`src/hdl/embc_defs.vh`:
```
// Constants for the external memory bank controller
`ifndef EMBC_DEFS_VH
`define EMBC_DEFS_VH
// Register indices (byte address = 4 * index)
`define EMBC_REG_WIDTH     4'h0
`define EMBC_REG_STALL     4'h1
`define EMBC_REG_SIZE      4'h2
`define EMBC_REG_CTRL      4'h3
`define EMBC_REG_STATUS    4'h4
`define EMBC_REG_ACC0      4'h8
// Reset values
`define EMBC_WIDTH_RST     16'h0000
`define EMBC_STALL_RST     8'h00
`define EMBC_SIZE_RST      3'h0
`define EMBC_CTRL_RST      4'h0
`define EMBC_ACC_RST       4'h7
// Control register fields
`define EMBC_CTRL_BIGEND   0
`define EMBC_CTRL_ORG4     1
`define EMBC_CTRL_SREF     2
`define EMBC_CTRL_PDOWN    3
// Address map
`define EMBC_BANK_SHIFT    27
`define EMBC_BANK67_BASE   30'h30000000
`define EMBC_BANK67_TOP    30'h3fffffff
`define EMBC_MIN_SIZE_LOG  21
// Bus widths
`define EMBC_BW8           2'h0
`define EMBC_BW16          2'h1
`define EMBC_BW32          2'h2
// Boot straps
`define EMBC_BOOT_NAND     2'h0
`define EMBC_BOOT_16       2'h1
`define EMBC_BOOT_32       2'h2
`define EMBC_BOOT_TEST     2'h3
`endif

```
`src/hdl/embc_controller.v`:
```
// External memory bank controller: decode, strobes, stall and bus hold
//
// Summary of operation
// - Eight banks; banks 0-5 of 128 MB each
// - Banks 1-7 8/16/32 bit; bank 0 16/32
// - Banks 6 and 7 also serve SDRAM
// - Only bank 7 start moves with size
// - Bank 6 starts 0x3000_0000, length programmed size
// - Bank 7 follows directly after bank 6
// - Bank 0 width latched from straps on first clock after reset release
// - Straps: 32 gives 32 bit bank 0; NAND, 16 or test give 16
// - Memory A0 from address bit 0/1/2
// - SDRAM bank select from top bank bits
// - 128 MB four-bank 32 bit uses 26:25
// - Stall input stretches strobe while enabled
// - Stall sampled from access count minus one
// - Strobe released on third clock after stall high
// - Hold request low answered with grant low
// - Pins released while grant low
// - Grant withdrawn after request released
// - Software selects little or big endian
// - Access cycles programmed per bank
// - SDRAM self-refresh and power-down states
// - All counts in bus clock cycles
// - Per-bank stall enable, one enables
module embc_controller (
    input  wire        clk,
    input  wire        reset_n,
    input  wire [3:0]  regAddr,
    input  wire [31:0] regWdata,
    input  wire        regWrite,
    input  wire        regRead,
    output reg  [31:0] regRdata,
    input  wire        accReq,
    input  wire        accWrite,
    input  wire [29:0] accAddr,
    input  wire [31:0] accWdata,
    output wire        accBusy,
    output reg         accDone,
    output reg  [31:0] accRdata,
    input  wire [1:0]  boot_mode_straps,
    input  wire        ext_stall_n,
    input  wire        bus_hold_request_n,
    output reg         bus_hold_grant_n,
    output reg  [7:0]  bankSelectN,
    output reg  [25:0] memAddr,
    output reg  [1:0]  sdramBankAddr,
    output reg  [31:0] memDataOut,
    input  wire [31:0] memDataIn,
    output reg         read_strobe_n,
    output reg         write_strobe_n,
    output wire        pinOutEnableN,
    output reg         sdramSelfRefresh,
    output reg         sdramPowerDown
);
`include "embc_defs.vh"

    localparam ST_IDLE = 2'h0;
    localparam ST_ACC  = 2'h1;
    localparam ST_END  = 2'h2;

    // ************************************************************
    // Register file
    // ************************************************************
    reg [15:0] widthReg;
    reg [7:0]  bank7_stall_enable_vec;
    reg [2:0]  sizeReg;
    reg [3:0]  ctrlReg;
    reg [3:0]  accCyc [0:7];
    reg [1:0]  bank0WidthReg;
    reg        strapDone;
    reg [1:0]  stateReg;
    reg [3:0]  cntReg;
    reg [2:0]  bankReg;
    reg        wrReg;
    reg        stallMeta;
    reg        stallSync;
    reg        holdMeta;
    reg        holdSync;
    integer    i;

    always @(posedge clk or negedge reset_n) begin
        if (!reset_n) begin
            widthReg <= `EMBC_WIDTH_RST;
            bank7_stall_enable_vec <= `EMBC_STALL_RST;
            sizeReg <= `EMBC_SIZE_RST;
            ctrlReg <= `EMBC_CTRL_RST;
            for (i = 0; i < 8; i = i + 1) begin
                accCyc[i] <= `EMBC_ACC_RST;
            end
        end else if (regWrite) begin
            case (regAddr)
                `EMBC_REG_WIDTH: widthReg <= regWdata[15:0];
                `EMBC_REG_STALL: bank7_stall_enable_vec <= regWdata[7:0];
                `EMBC_REG_SIZE:  sizeReg <= regWdata[2:0];
                `EMBC_REG_CTRL:  ctrlReg <= regWdata[3:0];
                default: begin
                    if (regAddr[3]) begin
                        accCyc[regAddr[2:0]] <= regWdata[3:0];
                    end
                end
            endcase
        end
    end

    always @(posedge clk or negedge reset_n) begin
        if (!reset_n) begin
            regRdata <= 32'h00000000;
        end else if (regRead) begin
            case (regAddr)
                `EMBC_REG_WIDTH:
                    regRdata <= {16'h0000, widthReg[15:2], bank0WidthReg};
                `EMBC_REG_STALL:  regRdata <= {24'h000000, bank7_stall_enable_vec};
                `EMBC_REG_SIZE:   regRdata <= {29'h00000000, sizeReg};
                `EMBC_REG_CTRL:   regRdata <= {28'h0000000, ctrlReg};
                `EMBC_REG_STATUS:
                    regRdata <= {26'h0000000, boot_mode_straps, stateReg,
                                 ~bus_hold_grant_n, stallSync};
                default: begin
                    regRdata <= regAddr[3] ?
                        {28'h0000000, accCyc[regAddr[2:0]]} : 32'h00000000;
                end
            endcase
        end else begin
            regRdata <= 32'h00000000;
        end
    end

    // ************************************************************
    // Boot straps and synchronisers
    // ************************************************************
    // Straps caught by a clocked process after release, never in reset
    always @(posedge clk or negedge reset_n) begin
        if (!reset_n) begin
            bank0WidthReg <= `EMBC_BW16;
            strapDone <= 1'b0;
        end else if (!strapDone) begin
            strapDone <= 1'b1;
            bank0WidthReg <= (boot_mode_straps == `EMBC_BOOT_32) ?
                             `EMBC_BW32 : `EMBC_BW16;
        end
    end

    always @(posedge clk or negedge reset_n) begin
        if (!reset_n) begin
            stallMeta <= 1'b1;
            stallSync <= 1'b1;
            holdMeta <= 1'b1;
            holdSync <= 1'b1;
        end else begin
            stallMeta <= ext_stall_n;
            stallSync <= stallMeta;
            holdMeta <= bus_hold_request_n;
            holdSync <= holdMeta;
        end
    end

    // ************************************************************
    // Address decode
    // ************************************************************
    reg [2:0]  decBank;
    reg        decHit;
    reg [29:0] b6Len;
    reg [1:0]  bw;
    reg [4:0]  topBit;
    reg [30:0] b6End;
    reg [30:0] b7End;
    always @* begin
        b6Len = 30'h00000001 << (`EMBC_MIN_SIZE_LOG + sizeReg);
        // One spare bit: at 128 MB bank 7 ends at the top of the map
        b6End = {1'b0, `EMBC_BANK67_BASE} + {1'b0, b6Len};
        b7End = b6End + {1'b0, b6Len};
        decHit = 1'b1;
        decBank = accAddr[29:27];
        if (accAddr[29:28] == 2'h3) begin
            if ({1'b0, accAddr} < b6End) begin
                decBank = 3'h6;
            end else if ({1'b0, accAddr} < b7End) begin
                decBank = 3'h7;
            end else begin
                decHit = 1'b0;
            end
        end
        bw = (decBank == 3'h0) ? bank0WidthReg :
             widthReg[{decBank, 1'b0} +: 2];
        // Top bank bit sits at log2(size)-1 for banks 6/7
        topBit = 5'd20 + {2'h0, sizeReg};
    end

    // ************************************************************
    // Access sequencer
    // ************************************************************
    wire holdActive = ~bus_hold_grant_n;
    assign accBusy = (stateReg != ST_IDLE) | holdActive;
    // Enable low while we drive; high hands the pins to the master
    assign pinOutEnableN = ~bus_hold_grant_n;

    wire stallOn = bank7_stall_enable_vec[bankReg];

    always @(posedge clk or negedge reset_n) begin
        if (!reset_n) begin
            stateReg <= ST_IDLE;
            cntReg <= 4'h0;
            bankReg <= 3'h0;
            wrReg <= 1'b0;
            bankSelectN <= 8'hff;
            memAddr <= 26'h0000000;
            sdramBankAddr <= 2'h0;
            memDataOut <= 32'h00000000;
            read_strobe_n <= 1'b1;
            write_strobe_n <= 1'b1;
            accDone <= 1'b0;
            accRdata <= 32'h00000000;
            bus_hold_grant_n <= 1'b1;
            sdramSelfRefresh <= 1'b0;
            sdramPowerDown <= 1'b0;
        end else begin
            accDone <= 1'b0;
            sdramSelfRefresh <= ctrlReg[`EMBC_CTRL_SREF];
            sdramPowerDown <= ctrlReg[`EMBC_CTRL_PDOWN];
            case (stateReg)
                ST_IDLE: begin
                    if (!holdSync) begin
                        bus_hold_grant_n <= 1'b0;
                    end else begin
                        bus_hold_grant_n <= 1'b1;
                    end
                    if (accReq && holdSync && !holdActive && decHit) begin
                        stateReg <= ST_ACC;
                        bankReg <= decBank;
                        wrReg <= accWrite;
                        cntReg <= accCyc[decBank];
                        bankSelectN <= ~(8'h01 << decBank);
                        // Byte address shifted by width
                        memAddr <= accAddr[25:0] >> bw;
                        sdramBankAddr <= ctrlReg[`EMBC_CTRL_ORG4] ?
                            accAddr[topBit -: 2] :
                            {1'b0, accAddr[topBit]};
                        memDataOut <= ctrlReg[`EMBC_CTRL_BIGEND] ?
                            {accWdata[7:0], accWdata[15:8],
                             accWdata[23:16], accWdata[31:24]} :
                            accWdata;
                        read_strobe_n <= accWrite;
                        write_strobe_n <= ~accWrite;
                    end
                end
                ST_ACC: begin
                    if (cntReg > 4'h1) begin
                        cntReg <= cntReg - 4'h1;
                    end else if (!stallOn || stallSync) begin
                        // Stall seen from count-1 onward
                        stateReg <= ST_END;
                        read_strobe_n <= 1'b1;
                        write_strobe_n <= 1'b1;
                        accRdata <= ctrlReg[`EMBC_CTRL_BIGEND] ?
                            {memDataIn[7:0], memDataIn[15:8],
                             memDataIn[23:16], memDataIn[31:24]} :
                            memDataIn;
                    end
                end
                ST_END: begin
                    bankSelectN <= 8'hff;
                    accDone <= 1'b1;
                    stateReg <= ST_IDLE;
                end
                default: stateReg <= ST_IDLE;
            endcase
        end
    end
endmodule // embc_controller

```
`config.mk`:
```
export PLATFORM = sky130hd
export DESIGN_NAME = embc_controller
export DESIGN_NICKNAME = d
export VERILOG_FILES = /design/src/hdl/embc_controller.v
export VERILOG_INCLUDE_DIRS = /design/src /design/src/hdl
export SDC_FILE = /design/constraint.sdc
export NUM_CORES = 1
export LEC_CHECK = 0
export BUFFER_PORTS_ARGS = -buffer_cell sky130_fd_sc_hd__buf_2
export CORE_MARGIN = 1
export CORE_UTILIZATION = 45
export DETAILED_ROUTE_END_ITERATION = 10
export PLACE_DENSITY = 0.7
export SYNTH_ARGS = -nofsm -noshare
export SYNTH_HDL_FRONTEND = slang
export SYNTH_SLANG_ARGS = --single-unit
export TNS_END_PERCENT = 1
```
`constraint.sdc`:
```
create_clock -name clk -period 5.6 [get_ports clk]
set_clock_uncertainty 0.2 [all_clocks]
set_input_delay 1.4 -clock clk [delete_from_list [all_inputs] [get_ports clk]]
set_output_delay 1.4 -clock clk [all_outputs]
set_load 0.005 [all_outputs]
```
==> report_table.html <==
<table>
<tr><th>Metric</th><th>Value</th></tr>
<tr><th colspan="2">Run status</th></tr>
<tr><td>Result of the run</td><td>completed</td></tr>
<tr><th colspan="2">Yosys</th></tr>
<tr><td>Number of distinct library cells after synthesis</td><td>64</td></tr>
<tr><td>Post-synthesis share of cell area spent on and, or, nand and nor gates</td><td>10.29%</td></tr>
<tr><td>Yosys warns</td><td>0</td></tr>
<tr><td>Share of flip-flops with an asynchronous set or reset after synthesis</td><td>100.0%</td></tr>
<tr><td>Xor and xnor area share after synthesis</td><td>0.3369%</td></tr>
<tr><td>Count of flip-flops with a built-in enable after synthesis</td><td>0</td></tr>
<tr><td>Register bit total from synthesis</td><td>199</td></tr>
<tr><td>Mapped Cells</td><td>949</td></tr>
<tr><td>Sequential area share after synthesis</td><td>48.37%</td></tr>
<tr><td>Adder and majority cell fraction of the synthesized area</td><td>3.610%</td></tr>
<tr><td>Compound-gate portion of the synthesized area</td><td>11.85%</td></tr>
<tr><td>Proportion of synthesized area in mux cells</td><td>21.10%</td></tr>
<tr><td>Syn_area_per_cell</td><td>10.96 um2</td></tr>
<tr><td>Main synth FF type</td><td>sky130_fd_sc_hd__dfrtp_1</td></tr>
<tr><td>Synthesized cell area</td><td>10,400 um2</td></tr>
<tr><td>Dominant combinational cell family by area after synthesis</td><td>multiplexers</td></tr>
<tr><th colspan="2">Timing</th></tr>
<tr><td>Tcrit/Tclk final</td><td>82.76%</td></tr>
<tr><td>Final hold violation count</td><td>0</td></tr>
<tr><td>Unrepaired setup endpoints after global routing</td><td>no</td></tr>
<tr><td>Total setup violations reported at the end of the flow</td><td>0</td></tr>
<tr><td>Worst max-slew margin expressed relative to the limit</td><td>24.22%</td></tr>
<tr><td>Final-report max-slew violation count</td><td>0</td></tr>
<tr><td>Tmin final</td><td>4634 ps</td></tr>
<tr><td>Tightest Pin Transition</td><td>1137 ps</td></tr>
<tr><td>Setup TNS</td><td>0 ps</td></tr>
<tr><td>Maximum clock frequency</td><td>215.8 MHz</td></tr>
<tr><th colspan="2">Hold path</th></tr>
<tr><td>Number of cells on the worst hold path</td><td>0</td></tr>
<tr><td>Worst hold path startpoint</td><td>holdMeta</td></tr>
<tr><td>Min-delay worst type</td><td>register to register</td></tr>
<tr><td>End point of the worst hold path</td><td>holdSync</td></tr>
<tr><th colspan="2">Clock tree</th></tr>
<tr><td>TritonCTS clock tree</td><td>built</td></tr>
<tr><td>Number of hold buffers added after cts</td><td>0</td></tr>
<tr><td>H-Tree Level Count</td><td>4</td></tr>
<tr><td>Post-CTS setup buffer count</td><td>0</td></tr>
<tr><td>Root buffer cell</td><td>sky130_fd_sc_hd__clkbuf_16</td></tr>
<tr><td>Skew-Pair Late Insertion Delay</td><td>430 ps</td></tr>
<tr><td>Resized Gates After CTS</td><td>0</td></tr>
<tr><td>Buffer depth of the longest clock path</td><td>2</td></tr>
<tr><td>Clk slew on worst S/H paths</td><td>80 ps</td></tr>
<tr><td>Clk sinks</td><td>199</td></tr>
<tr><td>Clock buffers created by TritonCTS</td><td>17</td></tr>
<tr><th colspan="2">Floorplan</th></tr>
<tr><td>Die Outline Area</td><td>23,720 um2</td></tr>
<tr><td>Standard cell core area</td><td>22,640 um2</td></tr>
<tr><td>Effective utilization at floorplan</td><td>45.93%</td></tr>
<tr><td>Die width</td><td>154.0 um</td></tr>
<tr><td>Placement Rows</td><td>55</td></tr>
<tr><td>Count of pins on the block boundary</td><td>280</td></tr>
<tr><td>Chip height</td><td>154.0 um</td></tr>
<tr><th colspan="2">Layout</th></tr>
<tr><td>Total of fill cells in the finished design</td><td>2,001</td></tr>
<tr><td>Proportion of layout cells with a drive suffix above 1</td><td>35.75%</td></tr>
<tr><td>Sequential cell area</td><td>5034 um2</td></tr>
<tr><td>Ant. Diodes</td><td>0</td></tr>
<tr><td>Layout Area Growth over Synthesis</td><td>19.83%</td></tr>
<tr><td>Final net count</td><td>1,343</td></tr>
<tr><td>Area occupied by multi-input gates</td><td>5031 um2</td></tr>
<tr><td>Post-route cell area</td><td>12,460 um2</td></tr>
<tr><th colspan="2">Route</th></tr>
<tr><td>Sum of met3 wire segment lengths after detailed routing</td><td>1656 um</td></tr>
<tr><td>Number of DRC markers in iteration 0</td><td>550</td></tr>
<tr><td>Vias/cell</td><td>5.481</td></tr>
<tr><td>WL met1</td><td>12,110 um</td></tr>
<tr><td>Max layer used</td><td>met5</td></tr>
<tr><td>Number of vias after detailed routing</td><td>8,062</td></tr>
<tr><td>Count of unresolved DRC violations after routing</td><td>0</td></tr>
<tr><td>Remaining antenna violation count</td><td>0</td></tr>
<tr><td>Detailed-route wire length</td><td>27,080 um</td></tr>
<tr><td>First-pass DRT Iterations</td><td>5</td></tr>
<tr><td>Routed wirelength normalized by instance count</td><td>18.41 um</td></tr>
<tr><td>Detailed-routed wire length on met2</td><td>12,730 um</td></tr>
<tr><th colspan="2">Global routing</th></tr>
<tr><td>Largest net degree at the start of global routing</td><td>107</td></tr>
<tr><td>Global-route wire length before repair</td><td>42,320 um</td></tr>
<tr><td>Total overflow reported by the global router</td><td>0</td></tr>
<tr><td>Number of antenna violations at the first check in global routing</td><td>1</td></tr>
<tr><td>Total Routing Usage GR</td><td>22.93%</td></tr>
<tr><td>Vias in the first global route</td><td>7,704</td></tr>
<tr><th colspan="2">Placement</th></tr>
<tr><td>DP Wirelength</td><td>19,520 um</td></tr>
<tr><td>Routability Congestion</td><td>0.8253</td></tr>
<tr><td>Number of input and output port buffers inserted</td><td>247</td></tr>
<tr><td>Placed cell areas</td><td>11,820 um2</td></tr>
<tr><th colspan="2">Power and ir drop</th></tr>
<tr><td>Pwr dens</td><td>433.0 nW/um2</td></tr>
<tr><td>Leakage Power</td><td>6.116 nW</td></tr>
<tr><td>Peak supply drop</td><td>0.2395 mV</td></tr>
<tr><td>Final Total Pwr</td><td>0.005396 W</td></tr>
<tr><th colspan="2">Setup path</th></tr>
<tr><td>Kind of start point of the critical path</td><td>register</td></tr>
<tr><td>Worst-case register-to-register setup slack</td><td>970 ps</td></tr>
<tr><td>Crit end category</td><td>register</td></tr>
<tr><td>Arrival time of the worst setup path</td><td>4780 ps</td></tr>
<tr><td>WP data required</td><td>5740 ps</td></tr>
<tr><td>Critical path start-end classification</td><td>register to register</td></tr>
<tr><td>R2r startpoint</td><td>sizeReg[0]</td></tr>
<tr><td>Capture point of the worst reg-to-reg path</td><td>memAddr[22]</td></tr>
<tr><td>Top fanout value on the critical path</td><td>16</td></tr>
<tr><td>Number of cells on the worst reg-to-reg path</td><td>13</td></tr>
<tr><th colspan="2">Run</th></tr>
<tr><td>Max-cap violations</td><td>0</td></tr>
</table>
[per-stage QoR]
step | cells | util [%] | hold WS [ps] | setup slack [ps]
after CTS | 1471 | 55.04 | 157.4 | 1002
after floorplan | 975 | - | 145.2 | 1484
after global placement | 1439 | 52.20 | 147.1 | 775.7
final | 1471 | 55.04 | 158.4 | 965.7
after global routing | 1471 | 55.04 | 161.1 | 749.2
after detailed placement | 1439 | 52.20 | 147.3 | 712.3
[power breakdown]
part	switching (W)	total (W)	leakage [nW]	internal [W]
Clock	0.000600	0.00134	0.316	0.000739
Combinational	0.000863	0.00170	3.39	0.000838
Sequential	0.000373	0.00236	2.41	0.00198
[cell type report]
type | count | share of cell area, %
Inverter | 11 | 0.3314
Clock inverter | 14 | 1.637
Timing Repair Buffer | 260 | 10.87
Multi-Input combinational cell | 684 | 40.38
Clock buffer | 18 | 3.524
Sequential cell | 199 | 40.40
Tap cell | 285 | 2.862
[critical path: stages, from the launching register on]
cell	delay (ps)
sky130_fd_sc_hd__dfrtp_1	670
sky130_fd_sc_hd__nand3_1	200
sky130_fd_sc_hd__ha_1	360
sky130_fd_sc_hd__xnor2_1	80
sky130_fd_sc_hd__ha_1	340
sky130_fd_sc_hd__nand3_1	160
sky130_fd_sc_hd__nor3_2	280
sky130_fd_sc_hd__a2111oi_4	100
sky130_fd_sc_hd__a211oi_2	270
sky130_fd_sc_hd__a211o_1	670
sky130_fd_sc_hd__mux2i_1	620
sky130_fd_sc_hd__nand2_1	150
sky130_fd_sc_hd__buf_4	220
sky130_fd_sc_hd__o221ai_1	220
[worst max-delay path by stage]
stage / from / depth (start not counted) / slack, ps / endpoint
after floorplan: accAddr[29] / 12 / 1480 / memAddr[13]
after global placement: accAddr[29] / 10 / 780 / memAddr[0]
after detailed placement: accAddr[29] / 12 / 710 / memAddr[16]
after CTS: sizeReg[0] / 13 / 1000 / memAddr[22]
after global routing: sizeReg[0] / 13 / 750 / memAddr[22]
final: sizeReg[0] / 13 / 970 / memAddr[22]
[metal layers]
layer | global-route usage (%) | up-vias
met5 | 0 | -
met4 | 7.143 | 2
met3 | 5.271 | 35
met2 | 36.80 | 273
met1 | 30.82 | 3899
li1 | - | 3853
[cells in the final DEF (no fill, tap or decap), types with 14 or more instances in the layout]
master                      synthesis  routed
sky130_fd_sc_hd__buf_2              3     246
sky130_fd_sc_hd__dfrtp_1          159     158
sky130_fd_sc_hd__nand2_1          123     123
sky130_fd_sc_hd__mux2i_1          118     118
sky130_fd_sc_hd__o21ai_0           88      88
sky130_fd_sc_hd__mux2_2            65      65
sky130_fd_sc_hd__dfstp_2           40      40
sky130_fd_sc_hd__nor2_1            33      33
sky130_fd_sc_hd__a21oi_1           31      31
sky130_fd_sc_hd__ha_1              30      30
sky130_fd_sc_hd__conb_1             2      28
sky130_fd_sc_hd__o221ai_1          22      22
sky130_fd_sc_hd__clkbuf_16          0      17
sky130_fd_sc_hd__nand3_1           14      14
[logic make-up (layout without fill, tap and decap cells)]
| group | count (synthesis) | count (layout) |
|---|---|---|
| AO/OA/AOI/OAI | 194 | 194 |
| XOR/XNOR | 4 | 4 |
| adder cells (fa/ha/maj) | 30 | 30 |
| buffers and inverters | 92 | 303 |
| flip-flops | 199 | 199 |
| multiplexers | 196 | 196 |
| other | 2 | 28 |
| AND/OR/NAND/NOR | 232 | 232 |
[Yosys cell counts (all sizes together), types with 10 or more instances]
library cell | n | area (um2)
a21oi | 31 | 155.2
and3 | 10 | 62.56
buf | 30 | 221.5
clkbuf | 51 | 191.4
dfrtp | 159 | 3979
dfstp | 40 | 1051
ha | 30 | 375.4
inv | 10 | 37.54
mux2 | 66 | 743.2
mux2i | 118 | 1181
mux4 | 12 | 270.3
nand2 | 123 | 461.7
nand3 | 14 | 70.07
nor2 | 33 | 123.9
nor3 | 14 | 80.08
o21ai | 89 | 445.4
o221ai | 22 | 192.7
[state kept, by name, indices dropped and copies added, names as in the netlist, 4 cells and up]
signal                  flops
memDataOut                 32
regRdata                   16
bank7_stall_enable_vec      8
cntReg                      4
accRdata                   32
bankSelectN                 8
accCyc                     32
ctrlReg                     4
memAddr                    26
widthReg                   14
(Power assumes the default switching activity.)
